File: src/usa_regs.svh
// Constants for the unsigned saturating SIMD datapath
`ifndef USA_REGS_SVH
`define USA_REGS_SVH

// ************************************************************
// Lane geometry
// ************************************************************
`define USA_WORD_W       32
`define USA_HALF_W       16
`define USA_BYTE_W       8
`define USA_HALF_LO      0
`define USA_HALF_HI      16

// ************************************************************
// Shift field, register index width and reset values
// ************************************************************
`define USA_SHAMT_W      5
`define USA_ASR_FULL     6'h20
`define USA_REG_IDX_W    4
`define USA_RESULT_RST   32'h0000_0000

`endif

File: src/usa_pkg.sv
// Types for the unsigned saturating SIMD datapath
`default_nettype none

package usa_pkg;

   // ************************************************************
   // Operation select
   // ************************************************************
   typedef enum logic [2:0] {
      unsigned_add_sub_exchange_saturate  = 3'h0,
      unsigned_sub_add_exchange_saturate  = 3'h1,
      unsigned_byte_lane_sat_add          = 3'h2,
      unsigned_halfword_lane_sat_add      = 3'h3,
      unsigned_byte_lane_sat_sub          = 3'h4,
      unsigned_halfword_lane_sat_sub      = 3'h5,
      pack_bottom_top_halfwords           = 3'h6,
      pack_top_bottom_halfwords           = 3'h7
   } usa_op_t;

endpackage

`default_nettype wire

File: src/usa_alu.sv
// Unsigned saturating SIMD add/subtract and halfword pack datapath
// ************************************************************
// What this block does
// - Exchange add-sub: top gets a.hi plus b.lo
// - Exchange add-sub: bottom gets a.lo minus b.hi
// - Exchange sub-add: top gets a.hi minus b.lo
// - Exchange sub-add: bottom gets a.lo plus b.hi
// - Exchange sums clamp to all-ones on overflow
// - Halfword add: two lanes clamp to 16 bits
// - Byte add: four lanes clamp to 8 bits
// - Halfword subtract: two lanes clamp at zero
// - Byte subtract: four lanes clamp at zero
// - Negative gives zero, overflow gives lane maximum
// - Condition flags stay unchanged
// - Omitted destination writes first operand register
// - Bottom-top pack: left shift 0 to 31
// - Top-bottom pack: arithmetic right, zero means 32
// - Bottom-top pack: a.lo low, shifted top high
// - Top-bottom pack: a.hi high, shifted bottom low
// ************************************************************
`timescale 1ns/100ps
`default_nettype none
`include "usa_regs.svh"

module usa_alu (
   input  wire logic                       core_clk,
   input  wire logic                       sys_rst,
   input  wire logic                       clk_en,
   input  wire logic                       issue_valid,
   input  wire usa_pkg::usa_op_t           issue_op,
   input  wire logic [`USA_WORD_W-1:0]     first_operand_register,
   input  wire logic [`USA_WORD_W-1:0]     second_operand_register,
   input  wire logic [`USA_SHAMT_W-1:0]    shift_amount,
   input  wire logic [`USA_REG_IDX_W-1:0]  first_operand_index,
   input  wire logic                       dest_given,
   input  wire logic [`USA_REG_IDX_W-1:0]  dest_index,
   input  wire logic [3:0]                 flags_in,
   output logic                            result_valid,
   output logic      [`USA_WORD_W-1:0]     result_data,
   output logic      [`USA_REG_IDX_W-1:0]  result_dest,
   output logic      [3:0]                 flags_out
);

   // ************************************************************
   // State
   // ************************************************************
   // All registered state in one record
   typedef struct packed {
      logic                      valid;
      logic [`USA_WORD_W-1:0]    data;
      logic [`USA_REG_IDX_W-1:0] dest;
      logic [3:0]                flags;
   } usa_state_t;

   usa_state_t state_q;                       // Registered outputs
   usa_state_t state_d;                       // Next value

   // Operand halves and lane selections
   logic [`USA_HALF_W-1:0] a_hi, a_lo, b_hi, b_lo;
   logic [`USA_HALF_W-1:0] hx_a [2];          // Halfword lane operands A
   logic [`USA_HALF_W-1:0] hx_b [2];          // Halfword lane operands B
   logic                   hx_sub [2];        // Halfword lane direction
   logic [`USA_HALF_W-1:0] hx_y [2];          // Halfword lane results
   logic [`USA_BYTE_W-1:0] by_y [4];          // Byte lane results
   logic                   byte_sub;          // Byte lanes subtract
   logic [`USA_WORD_W-1:0] shl_val;           // Left-shifted second operand
   logic [`USA_WORD_W-1:0] asr_val;           // Right-shifted second operand
   logic [5:0]             asr_amt;           // Decoded right shift count

   assign a_hi = first_operand_register[`USA_HALF_HI +: `USA_HALF_W];
   assign a_lo = first_operand_register[`USA_HALF_LO +: `USA_HALF_W];
   assign b_hi = second_operand_register[`USA_HALF_HI +: `USA_HALF_W];
   assign b_lo = second_operand_register[`USA_HALF_LO +: `USA_HALF_W];

   // ************************************************************
   // Halfword lane operand steering
   // ************************************************************
   // Index 1 is the top lane, index 0 the bottom lane. Exchange forms
   // cross the second operand's halves before they reach the lanes.
   always_comb begin
      hx_a[1] = a_hi;
      hx_a[0] = a_lo;
      hx_b[1] = b_hi;
      hx_b[0] = b_lo;
      hx_sub[1] = 1'b0;
      hx_sub[0] = 1'b0;
      case (issue_op)
         usa_pkg::unsigned_add_sub_exchange_saturate: begin
            hx_b[1]   = b_lo;
            hx_b[0]   = b_hi;
            hx_sub[0] = 1'b1;
         end
         usa_pkg::unsigned_sub_add_exchange_saturate: begin
            hx_b[1]   = b_lo;
            hx_sub[1] = 1'b1;
            hx_b[0]   = b_hi;
         end
         usa_pkg::unsigned_halfword_lane_sat_sub: begin
            hx_sub[1] = 1'b1;
            hx_sub[0] = 1'b1;
         end
         default: begin
            hx_sub[1] = 1'b0;
            hx_sub[0] = 1'b0;
         end
      endcase
   end

   assign byte_sub = (issue_op == usa_pkg::unsigned_byte_lane_sat_sub);

   // ************************************************************
   // Independent saturating lanes
   // ************************************************************
   // Each lane is its own adder so no carry can leak across lanes
   for (genvar h = 0; h < 2; h++) begin : g_half
      usa_sat_lane #(.W(`USA_HALF_W)) u_lane (
         .a   (hx_a[h]),
         .b   (hx_b[h]),
         .sub (hx_sub[h]),
         .y   (hx_y[h])
      );
   end

   for (genvar k = 0; k < 4; k++) begin : g_byte
      usa_sat_lane #(.W(`USA_BYTE_W)) u_lane (
         .a   (first_operand_register[k*`USA_BYTE_W +: `USA_BYTE_W]),
         .b   (second_operand_register[k*`USA_BYTE_W +: `USA_BYTE_W]),
         .sub (byte_sub),
         .y   (by_y[k])
      );
   end

   // ************************************************************
   // Pack shifters
   // ************************************************************
   // Zero in the field means shift by 32, which fills with the sign bit
   assign asr_amt = (shift_amount == '0) ? `USA_ASR_FULL
                                          : {1'b0, shift_amount};
   assign shl_val = second_operand_register << shift_amount;
   assign asr_val = $signed(second_operand_register) >>> asr_amt;

   // ************************************************************
   // Next-state logic
   // ************************************************************
   always_comb begin
      state_d = state_q;
      if (clk_en) begin
         state_d.valid = issue_valid;
         // Flags pass through untouched by every operation here
         state_d.flags = flags_in;
         // Omitted destination falls back to the first operand register
         state_d.dest  = dest_given ? dest_index : first_operand_index;
         if (issue_valid) begin
            case (issue_op)
               usa_pkg::unsigned_byte_lane_sat_add,
               usa_pkg::unsigned_byte_lane_sat_sub: begin
                  state_d.data = {by_y[3], by_y[2], by_y[1], by_y[0]};
               end
               usa_pkg::pack_bottom_top_halfwords: begin
                  state_d.data = {shl_val[`USA_HALF_HI +: `USA_HALF_W], a_lo};
               end
               usa_pkg::pack_top_bottom_halfwords: begin
                  state_d.data = {a_hi, asr_val[`USA_HALF_LO +: `USA_HALF_W]};
               end
               default: begin
                  state_d.data = {hx_y[1], hx_y[0]};
               end
            endcase
         end
      end
      if (sys_rst) begin
         state_d.valid = 1'b0;
         state_d.data  = `USA_RESULT_RST;
         state_d.dest  = '0;
         state_d.flags = '0;
      end
   end

   // ************************************************************
   // State register
   // ************************************************************
   // Reset is synchronous and is folded into the next-state logic above
   always_ff @(posedge core_clk) begin
      state_q <= state_d;
   end

   assign result_valid = state_q.valid;
   assign result_data  = state_q.data;
   assign result_dest  = state_q.dest;
   assign flags_out    = state_q.flags;

   // ************************************************************
   // Assertions
   // ************************************************************
   property p_exch_top_sat;
      @(posedge core_clk) disable iff (sys_rst)
      (clk_en && issue_valid && issue_op == usa_pkg::unsigned_add_sub_exchange_saturate
       && (32'(a_hi) + 32'(b_lo)) > 32'h0000_FFFF)
      |=> result_data[31:16] == 16'hFFFF;
   endproperty
   a_exch_top_sat: assert property (p_exch_top_sat) else $error("exchange top sum");

   property p_exch_bot_sub;
      @(posedge core_clk) disable iff (sys_rst)
      (clk_en && issue_valid && issue_op == usa_pkg::unsigned_add_sub_exchange_saturate)
      |=> result_data[15:0] == (($past(a_lo) < $past(b_hi)) ? 16'h0000
                                : 16'($past(a_lo) - $past(b_hi)));
   endproperty
   a_exch_bot_sub: assert property (p_exch_bot_sub) else $error("exchange bottom");

   property p_sax_top;
      @(posedge core_clk) disable iff (sys_rst)
      (clk_en && issue_valid && issue_op == usa_pkg::unsigned_sub_add_exchange_saturate
       && a_hi < b_lo) |=> result_data[31:16] == 16'h0000;
   endproperty
   a_sax_top: assert property (p_sax_top) else $error("sub-add top not zero");

   property p_byte_add;
      @(posedge core_clk) disable iff (sys_rst)
      (clk_en && issue_valid && issue_op == usa_pkg::unsigned_byte_lane_sat_add)
      |=> result_data[7:0] == ((9'($past(first_operand_register[7:0]))
           + 9'($past(second_operand_register[7:0]))) > 9'h0FF ? 8'hFF
           : 8'($past(first_operand_register[7:0]) + $past(second_operand_register[7:0])));
   endproperty
   a_byte_add: assert property (p_byte_add) else $error("byte add lane 0 wrong");

   property p_half_sub;
      @(posedge core_clk) disable iff (sys_rst)
      (clk_en && issue_valid && issue_op == usa_pkg::unsigned_halfword_lane_sat_sub
       && a_hi < b_hi) |=> result_data[31:16] == 16'h0000;
   endproperty
   a_half_sub: assert property (p_half_sub) else $error("halfword sub not clamped");

   property p_flags;
      @(posedge core_clk) disable iff (sys_rst)
      clk_en |=> flags_out == $past(flags_in);
   endproperty
   a_flags: assert property (p_flags) else $error("flags altered");

   property p_dest;
      @(posedge core_clk) disable iff (sys_rst)
      (clk_en && !dest_given) |=> result_dest == $past(first_operand_index);
   endproperty
   a_dest: assert property (p_dest) else $error("default destination wrong");

   property p_pkbt;
      @(posedge core_clk) disable iff (sys_rst)
      (clk_en && issue_valid && issue_op == usa_pkg::pack_bottom_top_halfwords
       && shift_amount == '0)
      |=> result_data == {$past(b_hi), $past(a_lo)};
   endproperty
   a_pkbt: assert property (p_pkbt) else $error("bottom-top pack wrong");

   property p_pktb32;
      @(posedge core_clk) disable iff (sys_rst)
      (clk_en && issue_valid && issue_op == usa_pkg::pack_top_bottom_halfwords
       && shift_amount == '0)
      |=> result_data[15:0] == {16{$past(second_operand_register[31])}}
          && result_data[31:16] == $past(a_hi);
   endproperty
   a_pktb32: assert property (p_pktb32) else $error("top-bottom pack of 32 wrong");

   c_byte_sub: cover property (@(posedge core_clk)
      clk_en && issue_valid && issue_op == usa_pkg::unsigned_byte_lane_sat_sub);
   c_exch: cover property (@(posedge core_clk)
      clk_en && issue_valid && issue_op == usa_pkg::unsigned_sub_add_exchange_saturate);
   c_pack: cover property (@(posedge core_clk)
      clk_en && issue_valid && issue_op == usa_pkg::pack_top_bottom_halfwords);

endmodule

`default_nettype wire

File: src/usa_sat_lane.sv
// One unsigned saturating add or subtract lane of configurable width
`timescale 1ns/100ps
`default_nettype none

module usa_sat_lane #(
   parameter int W = 8
) (
   input  wire logic [W-1:0] a,
   input  wire logic [W-1:0] b,
   input  wire logic         sub,
   output logic      [W-1:0] y
);

   // One extra bit holds the true carry or borrow of this lane only
   logic [W:0] wide;

   // ************************************************************
   // Widened arithmetic and clamp
   // ************************************************************
   always_comb begin
      if (sub) begin
         wide = {1'b0, a} - {1'b0, b};
         // A borrow means the true difference was negative: clamp to zero
         y    = wide[W] ? '0 : wide[W-1:0];
      end else begin
         wide = {1'b0, a} + {1'b0, b};
         // A carry means overflow: clamp to the all-ones maximum
         y    = wide[W] ? '1 : wide[W-1:0];
      end
   end

endmodule

`default_nettype wire
File: config.mk
export PLATFORM = sky130hd
export DESIGN_NAME = usa_alu
export DESIGN_NICKNAME = d
export VERILOG_FILES = /design/src/usa_pkg.sv /design/src/usa_alu.sv /design/src/usa_sat_lane.sv
export VERILOG_INCLUDE_DIRS = /design/src
export SDC_FILE = /design/constraint.sdc
export NUM_CORES = 1
export LEC_CHECK = 0
export BUFFER_PORTS_ARGS = -buffer_cell sky130_fd_sc_hd__buf_2
export CELL_PAD_IN_SITES_DETAIL_PLACEMENT = 1
export CELL_PAD_IN_SITES_GLOBAL_PLACEMENT = 1
export CORE_MARGIN = 3
export CORE_UTILIZATION = 42
export CTS_BUF_LIST = sky130_fd_sc_hd__clkbuf_8
export DETAILED_ROUTE_END_ITERATION = 10
export PLACE_DENSITY_LB_ADDON = 0.3
export SYNTH_ARGS = -nofsm -noshare
export SYNTH_HDL_FRONTEND = slang
export SYNTH_HIERARCHICAL = 1
export SYNTH_SLANG_ARGS = --single-unit
File: constraint.sdc
create_clock -name core_clk -period 5 [get_ports core_clk]
set_input_delay 1 -clock core_clk [delete_from_list [all_inputs] [get_ports core_clk]]
set_output_delay 1 -clock core_clk [all_outputs]
set_load 0.02 [all_outputs]
==> flow_summary_export.csv, run 1 <==
group,metric,value,unit
run_status,outcome,"complete, no violations",
synthesis,synthArstFlopShare,0,%
critical_path,critical-path-slowest-cell,"a211oi_1",
clock_tree,path_clk_slew,0.11,ns
critical_path,cp_max_fo,40,
power,total_power,2.67,mW
critical_path,worstPathCellList,"buf_2, inv_1, nand2_1, buf_12, nand2_1, nand2_1, inv_1, ha_1, nor2b_1, o2111ai_1, a21oi_1, a211oi_1, o31ai_1, o221a_2, o21ai_1, a21oi_1, nor4_1, a21oi_1, a21oi_1",
layout,final_util,46.8,%
synthesis,synth.distinct_cells,103,
clock_tree,hold_buffers,0,
min_path,hold_end,"result_dest[2]$_SDFFE_PP0P_",
grt,gr-total-overflow,0,
sta,period_minus_slack,4.40,ns
power,p_leak,6.60,nW
grt,grt_util_all_layers,34.4,%
layout,design_area,0.0148,mm^2
synthesis,synth_fp_nets,2062,
floorplanning,num_rows,65,
clock_tree,tritoncts,"built",
sta,min_period_over_period,87.9,%
layout,fill_cells,4057,
route,final_antenna_net_count,0,
clock_tree,cts_max_level,2,
route,first_iter_violations,1462,
placed_design,port_buffers,129,
synthesis,synth_commonest_cells,"nand2_1, nor2_1, a21oi_1, inv_1, ha_1",
synthesis,synth_top_area_share,12.0,%
route,drt-total-wl,61.2,mm
power,powerDensity,180,mW/mm^2
synthesis,yosysSeqAreaShare,6.06,%
clock_tree,clockBufferDepth,2,
synthesis,synth_most_common_cell,"nand2_1",
floorplanning,dieArea,0.0344,mm^2
critical_path,worstRegToRegCells,3,
min_path,worstHoldPathCells,2,
layout,syn_to_final_growth,9.21,%
floorplanning,start_util,42.8,%
route,drc,0,
synthesis,synth_edf_count,0,
min_path,hp-start,"result_dest[2]$_SDFFE_PP0P_",
sta,finalHoldViolations,0,
critical_path,timing.critical_path.mode_cell,"a21oi_1",
grt,grt_pass1_vias,15800,
critical_path,crit_path_start_kind,"input port",
critical_path,timing.rr.end,"result_data[22]$_SDFFE_PP0P_",
clock_tree,clock_latency,0.34,ns
sta,maxSlewHeadroom,24.0,%
placed_design,gp_congestion,1.01,
route,vias_per_cell,6.77,
grt,grt_pass1_wl,92.6,mm
synthesis,synth_ff_type,"dfxtp_1",
floorplanning,placeableCoreArea,0.0316,mm^2
layout,layout.cells.non_filler,2323,
critical_path,r2r_slack,3.93,ns
clock_tree,post_cts_buffers,0,
layout,nets,2150,
critical_path,end_kind,"flip-flop",
route,firstDrtPassIters,5,
clock_tree,cts_sinks,41,
route,route.detailed.wl_per_inst,26.3,um
clock_tree,numCtsBuffers,5,
synthesis,syn_inst,1831,
floorplanning,io-pin-count,130,
power,ir_drop,90.7,uV
synthesis,ys_ff_latch,41,
synthesis,netlist_area,0.0135,mm^2
placed_design,placedInstanceArea,0.0147,mm^2
clock_tree,cts_root_buffer,"clkbuf_8",
critical_path,critPathMaxStageDelay,0.54,ns
placed_design,placedCellCount,2314,
synthesis,synthTopCellsByArea,"ha_1, mux4_2, dfxtp_1",
synthesis,syn_avg_cell_area,7.40,um^2
min_path,min_path_type,"reg -> reg",
sta,clock.fmax,0.227,GHz
critical_path,rr_startpoint,"result_data[22]$_SDFFE_PP0P_",
floorplanning,die_w,186,um
sta,skew,0,ns
sta,finalSetupTns,0,ns
clock_tree,post_cts_resized,0,
sta,setup_viol,0,
route,vias,15700,
sta,worst_pin_slew,1.14,ns
grt,grt_start_max_net_pins,69,
critical_path,worstPathArrival,4.66,ns
job,maxCapViolCount,0,
placed_design,dpl.hpwl,47.4,mm
sta,drv_slew,0,
synthesis,yosysTopAreaCell,"ha_1",
grt,grt_antenna_before_repair,1,
layout,drive_gt1_share,20.6,%
floorplanning,die_h,186,um
sta,rsz0062_at_grt,"no",
critical_path,worst-endpoint-required,5.26,ns
synthesis,yosysWarnings,6,
critical_path,crit_type,"in -> reg",
[sequential cells by signal, indices dropped and copies added (netlist names)]
name          cells
result_dest       4
flags_out         4
result_data      32
result_valid      1
[cells by family after synthesis]
kind of cell / count (synthesis) / share of synthesized area, %
buf+inv: 283 / 9.66
compound gates: 609 / 32.8
mux: 144 / 15.8
fa+ha+maj: 152 / 14.5
simple gates: 599 / 21.0
xor+xnor: 3 / 0.194
flops: 41 / 6.06
[metrics by stage]
step | setup slack, ns | hold slack [ns]
after floorplan | 0.100 | 0.537
after global placement | 0.465 | 0.460
after detailed placement | 0.368 | 0.481
after CTS | 0.682 | 0.496
after global routing | 0.347 | 0.526
final | 0.604 | 0.497
[critical path, delay by kind of cell]
kind	cells	cell delay, ns
AO/OA/AOI/OAI	9	2.01
adder cells (fa/ha/maj)	1	0.28
buffers and inverters	4	0.56
AND/OR/NAND/NOR	5	0.77
[metal layers]
metal	up-vias	share of wire (%)	global-route usage (%)
li1	6990	-	-
met1	7778	40	44.2
met2	772	46	57.0
met3	179	9.0	6.39
met4	0	4.5	14.0
met5	-	0	0
[cells in the final DEF, fill, tap and decap left out, drive strengths merged, types with 34 or more instances in the layout]
cell	n
a21o	34
a211oi	34
nor2	165
nand2	194
buf	227
inv	136
a21oi	163
ha	130
mux2i	69
o21ai	99
dfxtp	41
mux4	52
nor3	52
[final cells by class]
type | count | area (um^2) | share of cell area (%)
diodes | 1 | 2.50 | 0.0169
clock buffers | 6 | 82.6 | 0.558
clock inverters | 2 | 33.8 | 0.228
inverters | 137 | 514 | 3.48
multi-input cells | 1507 | 11400 | 77.2
flip-flops and latches | 41 | 821 | 5.55
well taps | 402 | 503 | 3.40
repair buffers | 227 | 1410 | 9.52
[power by group]
group	switching, mW	internal [mW]	total, mW
logic	1.21	0.744	1.95
registers	0.0259	0.352	0.378
clock network	0.174	0.162	0.336
[worst max path at each step]
stage | start | to | slack, ns | cells after the start
global placement | issue_op[1] | result_data[13]$_SDFFE_PP0P_ | 0.46 | 19
CTS | issue_op[1] | result_data[13]$_SDFFE_PP0P_ | 0.68 | 19
floorplan | issue_op[1] | result_data[14]$_SDFFE_PP0P_ | 0.10 | 21
global route | issue_op[1] | result_data[13]$_SDFFE_PP0P_ | 0.35 | 19
finish | issue_op[1] | result_data[13]$_SDFFE_PP0P_ | 0.60 | 19
detailed placement | issue_op[1] | result_data[13]$_SDFFE_PP0P_ | 0.37 | 19
Power figures use the tool's default switching activity.
==> run 2, diff against run 1 <==
- CORE_UTILIZATION: 42 -> 30
- REMOVE_ABC_BUFFERS: not set -> 1
==> run 2 against run 1 <==
Compared with the run above:
- via count fell by 3.5%
- critical path depth fell by 2
- combinational power barely moved
- fmax barely moved
- register-to-register slack improved by 0.02 ns
- count of clock-buffer cells in the layout did not move
- final area rose by 1.3%
- non-clock buffer count fell by 8
- utilization fell by 13 points
- die area rose by 39%
- setup slack got worse by 0.0039 ns
==> flow_summary_export.csv, run 2 (synthesized netlist as in run 1, its figures left out) <==
group,metric,value,unit
sta,setup_viol,0,
critical_path,cp_max_fo,39,
grt,grt_start_max_net_pins,64,
route,route.detailed.wl_per_inst,25.2,um
min_path,hp-start,"result_data[0]$_SDFFE_PP0P_",
layout,design_area,0.0150,mm^2
critical_path,rr_startpoint,"result_data[22]$_SDFFE_PP0P_",
clock_tree,clockBufferDepth,2,
critical_path,worstPathCellList,"buf_2, inv_1, nand2_1, buf_12, nand2_1, nand2_1, inv_1, ha_1, nand2b_1, a2111oi_4, o211ai_2, nand3_2, o22a_2, a21oi_1, nor4_1, o22ai_1, a2111oi_2",
placed_design,dp_worst_setup_slack,0.324,ns
route,final_antenna_net_count,0,
grt,grt_pass1_wl,95.6,mm
grt,grt_pass1_vias,15700,
clock_tree,post_cts_resized,0,
clock_tree,hold_buffers,0,
grt,grt_util_all_layers,25.7,%
clock_tree,cts_root_buffer,"clkbuf_8",
critical_path,r2r_slack,3.95,ns
job,maxCapViolCount,0,
placed_design,placedInstanceArea,0.0149,mm^2
placed_design,port_buffers,129,
layout,syn_to_final_growth,10.6,%
placed_design,gp_congestion,0.943,
critical_path,cp-endpoint,"result_data[22]$_SDFFE_PP0P_",
layout,final_common_cell,"nand2_1",
placed_design,dpl.hpwl,49.7,mm
critical_path,timing.critical_path.mode_cell,"nand2_1",
power,ir_drop,81.0,uV
sta,period_minus_slack,4.40,ns
sta,clock.fmax,0.227,GHz
power,powerDensity,177,mW/mm^2
floorplanning,placeableCoreArea,0.0444,mm^2
sta,finalWorstSetupSlack,0.600,ns
critical_path,critPathLaunch,"issue_op[1]",
layout,layout.cells.non_filler,2507,
sta,min_period_over_period,88.0,%
clock_tree,path_clk_slew,0.12,ns
floorplanning,start_util,30.5,%
sta,rsz0062_at_grt,"no",
route,firstDrtPassIters,5,
sta,worst_pin_slew,1.05,ns
floorplanning,die_h,218,um
layout,layout_common_cells,"nand2_1, nor2_1, a21oi_1, inv_1, ha_1",
clock_tree,tritoncts,"built",
sta,finalSetupTns,0,ns
placed_design,placedCellCount,2496,
critical_path,end_kind,"flip-flop",
critical_path,critical-path-slowest-cell,"a2111oi_4",
run_status,outcome,"complete, no violations",
grt,grt_antenna_before_repair,5,
route,drc,0,
clock_tree,post_cts_buffers,0,
sta,maxSlewHeadroom,29.9,%
clock_tree,cts_max_level,2,
layout,fill_cells,5506,
layout,drive_gt1_share,20.3,%
clock_tree,clock_latency,0.33,ns
power,total_power,2.64,mW
floorplanning,die_w,218,um
critical_path,worstPathArrival,4.65,ns
critical_path,crit_path_start_kind,"input port",
layout,nets,2142,
sta,finalHoldViolations,0,
route,first_iter_violations,1188,
floorplanning,num_rows,77,
sta,drv_slew,0,
clock_tree,numCtsBuffers,5,
critical_path,critPathMaxStageDelay,0.58,ns
critical_path,worstRegToRegCells,3,
critical_path,worst-endpoint-required,5.25,ns
grt,gr-total-overflow,0,
floorplanning,dieArea,0.0477,mm^2
route,vias_per_cell,6.05,
sta,skew,0,ns
clock_tree,cts_sinks,41,
layout,largest_reg_flops,32,
critical_path,timing.rr.end,"result_data[22]$_SDFFE_PP0P_",
critical_path,crit_type,"in -> reg",
min_path,min_path_type,"reg -> reg",
floorplanning,io-pin-count,130,
route,vias,15200,
power,p_leak,6.55,nW
route,drt-total-wl,63.2,mm
==> run 2: changes by cell type in the layout (fill, tap and decap cells not counted), sizes merged <==
| cell | before | now |
|---|---|---|
| buf | 227 | 219 |
| clkinvlp | 0 | 1 |
| diode | 1 | 3 |
| inv | 136 | 135 |
==> run 2: per-stage QoR <==
stage | hold WS [ns] | utilization, %
global placement | 0.445 | 33.4
detailed placement | 0.457 | 33.4
CTS | 0.482 | 33.7
floorplan | 0.537 | -
finish | 0.467 | 33.7
global route | 0.512 | 33.7
==> run 2: cell type report <==
cell class | instances | area, um^2 | share of cell area, %
clock buffers | 6 | 82.6 | 0.551
diodes | 3 | 7.51 | 0.0501
flip-flops and latches | 41 | 821 | 5.48
well taps | 592 | 741 | 4.94
multi-input cells | 1507 | 11400 | 76.3
inverters | 137 | 514 | 3.43
clock inverters | 2 | 37.5 | 0.251
repair buffers | 219 | 1350 | 9.00
==> run 2: worst min-delay path by stage <==
stage,endpoint,cells past startpoint
floorplan,result_data[0]$_SDFFE_PP0P_,2
global placement,result_data[0]$_SDFFE_PP0P_,2
detailed placement,result_data[0]$_SDFFE_PP0P_,2
CTS,result_data[0]$_SDFFE_PP0P_,2
global route,result_dest[2]$_SDFFE_PP0P_,2
finish,result_data[0]$_SDFFE_PP0P_,2
==> run 2: per-layer routing <==
metal | GRT usage [%] | vias up | part of all wire [%]
met4 | 11.1 | 6 | 4.4
met5 | 0 | - | 0.060
met3 | 5.08 | 146 | 7.2
met1 | 33.0 | 7516 | 43
met2 | 41.8 | 537 | 46
li1 | - | 6966 | -
==> run 2: worst max-delay path, delay by kind of cell <==
family	cells	cell delay, ns
compound gates	6	1.64
simple gates	6	1.07
buf+inv	4	0.56
fa+ha+maj	1	0.36
==> run 2: where the power goes <==
group | switching (mW) | leakage, nW | internal, mW | total (mW)
clock network | 0.166 | 0.0574 | 0.163 | 0.329
registers | 0.0249 | 0.337 | 0.352 | 0.377
logic | 1.21 | 6.16 | 0.732 | 1.94
total | 1.40 | 6.55 | 1.25 | 2.64
==> run 3, diff against run 2 <==
- CELL_PAD_IN_SITES_DETAIL_PLACEMENT: 1 -> 0
==> run 3 against run 2 <==
Compared with the run above:
- global-route usage down 1.3 points
- utilization down 0.082 points
- worst hold slack better by 0.0082 ns
- non-clock buffer count stayed put
- clock skew is the same
- combinational power is essentially flat
- wire length is 4.9% lower
- critical path depth is 2 higher
- count of clock-buffer cells in the layout down 1
- final cell count barely moved
- highest routed layer unchanged
==> flow_summary_export.csv, run 3 (synthesized netlist as in run 1, its figures left out) <==
group,metric,value,unit
critical_path,crit_path_start_kind,"input port",
sta,period_minus_slack,4.38,ns
sta,finalWorstSetupSlack,0.625,ns
power,total_power,2.54,mW
floorplanning,start_util,30.5,%
clock_tree,post_cts_buffers,0,
clock_tree,tritoncts,"built",
sta,setup_viol,0,
clock_tree,cts_root_buffer,"clkbuf_8",
run_status,outcome,"complete, no violations",
power,powerDensity,170,mW/mm^2
min_path,min_path_type,"reg -> reg",
sta,rsz0062_at_grt,"no",
sta,clock.fmax,0.229,GHz
route,vias_per_cell,6.03,
sta,finalHoldViolations,0,
route,final_antenna_net_count,0,
critical_path,end_kind,"flip-flop",
grt,gr-total-overflow,0,
grt,grt_start_max_net_pins,64,
sta,holdWs,0.475,ns
clock_tree,cts_sinks,41,
grt,grt_antenna_before_repair,1,
critical_path,cpLargestDelayFamily,"compound AO/OA/AOI/OAI gates",
floorplanning,die_h,218,um
layout,layout_common_cells,"nand2_1, nor2_1, a21oi_1, inv_1, ha_1",
sta,worst_pin_slew,1.02,ns
route,vias,15100,
layout,nets,2142,
critical_path,cp_max_fo,39,
power,power_frac_seq,14.8,%
critical_path,crit_type,"in -> reg",
critical_path,worstPathArrival,4.58,ns
critical_path,timing.critical_path.mode_cell,"nand2_1",
route,first_iter_violations,1436,
clock_tree,post_cts_resized,0,
grt,grt_pass1_wl,90.4,mm
placed_design,port_buffers,129,
floorplanning,die_w,218,um
job,maxCapViolCount,0,
route,route.detailed.wl_per_inst,24.0,um
floorplanning,io-pin-count,130,
critical_path,worst-endpoint-required,5.20,ns
sta,drv_slew,0,
sta,maxSlewHeadroom,31.9,%
clock_tree,clock_latency,0.32,ns
grt,grt_util_all_layers,24.4,%
critical_path,critical-path-slowest-cell,"ha_1",
layout,drive_gt1_share,20.3,%
power,p_sw_share,53.6,%
power,pwr-share-clk,10.0,%
floorplanning,dieArea,0.0477,mm^2
floorplanning,num_rows,77,
clock_tree,clockBufferDepth,2,
power,power_frac_comb,75.2,%
sta,min_period_over_period,87.5,%
critical_path,critPathMaxStageDelay,0.37,ns
critical_path,crit_buf_inv,4,
floorplanning,placeableCoreArea,0.0444,mm^2
placed_design,dpl.hpwl,47.0,mm
clock_tree,cts_max_level,2,
layout,final_common_cell,"nand2_1",
placed_design,dp_worst_setup_slack,0.374,ns
layout,largest_reg_flops,32,
route,firstDrtPassIters,5,
critical_path,worstPathCellList,"buf_2, inv_1, nand2_1, buf_12, nand2_1, nand2_1, inv_1, ha_1, nor2_1, nand3_1, nor4_1, o21ai_0, a31oi_1, mux2i_1, o2111ai_1, o22ai_1, nor4_1, a21oi_1, o22ai_1",
grt,grt_pass1_vias,14600,
power,ir_drop,86.2,uV
clock_tree,hold_buffers,0,
sta,skew,0,ns
route,drt-total-wl,60.1,mm
power,p_leak,6.54,nW
layout,final_util,33.6,%
layout,fill_cells,4809,
power,intPower,1.18,mW
placed_design,gp_congestion,0.943,
layout,syn_to_final_growth,10.3,%
power,switchingPower,1.36,mW
route,drc,0,
clock_tree,path_clk_slew,0.10,ns
clock_tree,numCtsBuffers,5,
## run 3: cell count changes in the layout (fill, tap and decap cells not counted)
| cell | before | now |
|---|---|---|
| clkbuf_8 | 6 | 5 |
| bufinv_16 | 1 | 0 |
| diode_2 | 3 | 2 |
| clkinv_2 | 0 | 2 |
## run 3: per-layer routing
layer / vias to the layer above / global-route usage [%] / part of all wire (%)
li1: 6990 / - / -
met1: 7339 / 32.8 / 44
met2: 686 / 40.2 / 46
met3: 103 / 3.81 / 7.0
met4: 2 / 7.57 / 2.9
met5: - / 0 / 0.028
## run 3: per-stage QoR
| stage | cell area (um^2) | TNS (ns) | std cells |
|---|---|---|---|
| after global placement | 14900 | 0 | 2496 |
| after detailed placement | 14900 | 0 | 2496 |
| after global routing | 14900 | 0 | 2504 |
| after CTS | 14900 | 0 | 2504 |
| final | 14900 | 0 | 2506 |
| after floorplan | 12800 | -29.17 | 1685 |
## run 3: power by group through the flow
| stage | combinational (mW) | clock, mW | sequential, mW |
|---|---|---|---|
| after floorplan | 1.16 | 0 | 0.404 |
| after global placement | 1.87 | 0 | 0.384 |
| after detailed placement | 1.87 | 0 | 0.384 |
| after CTS | 1.88 | 0.269 | 0.377 |
| after global routing | 2.08 | 0.274 | 0.379 |
| final | 1.91 | 0.255 | 0.377 |
## run 3: area by class of cell
| cell class | instances | area, um^2 | area share, % |
|---|---|---|---|
| well taps | 592 | 741 | 4.96 |
| flip-flops and latches | 41 | 821 | 5.49 |
| repair buffers | 219 | 1350 | 9.03 |
| clock inverters | 3 | 17.5 | 0.117 |
| multi-input cells | 1507 | 11400 | 76.5 |
| clock buffers | 5 | 68.8 | 0.461 |
| inverters | 137 | 514 | 3.44 |
| diodes | 2 | 5.00 | 0.0335 |
## run 3: path summary, 6_finish.rpt
check	start	to	slack (ns)	cells past startpoint
min reg2reg	result_data[0]$_SDFFE_PP0P_	result_data[0]$_SDFFE_PP0P_	0.47	2
max	issue_op[1]	result_data[14]$_SDFFE_PP0P_	0.62	19
max reg2reg	result_data[22]$_SDFFE_PP0P_	result_data[22]$_SDFFE_PP0P_	4.00	3
min	result_data[0]$_SDFFE_PP0P_	result_data[0]$_SDFFE_PP0P_	0.47	2
## run 3: worst register-to-register path, stage by stage (launching register included)
cell	delay [ns]
dfxtp_1	0.42
a21oi_1	0.09
o221a_1	0.14
a2111oi_2	0.27
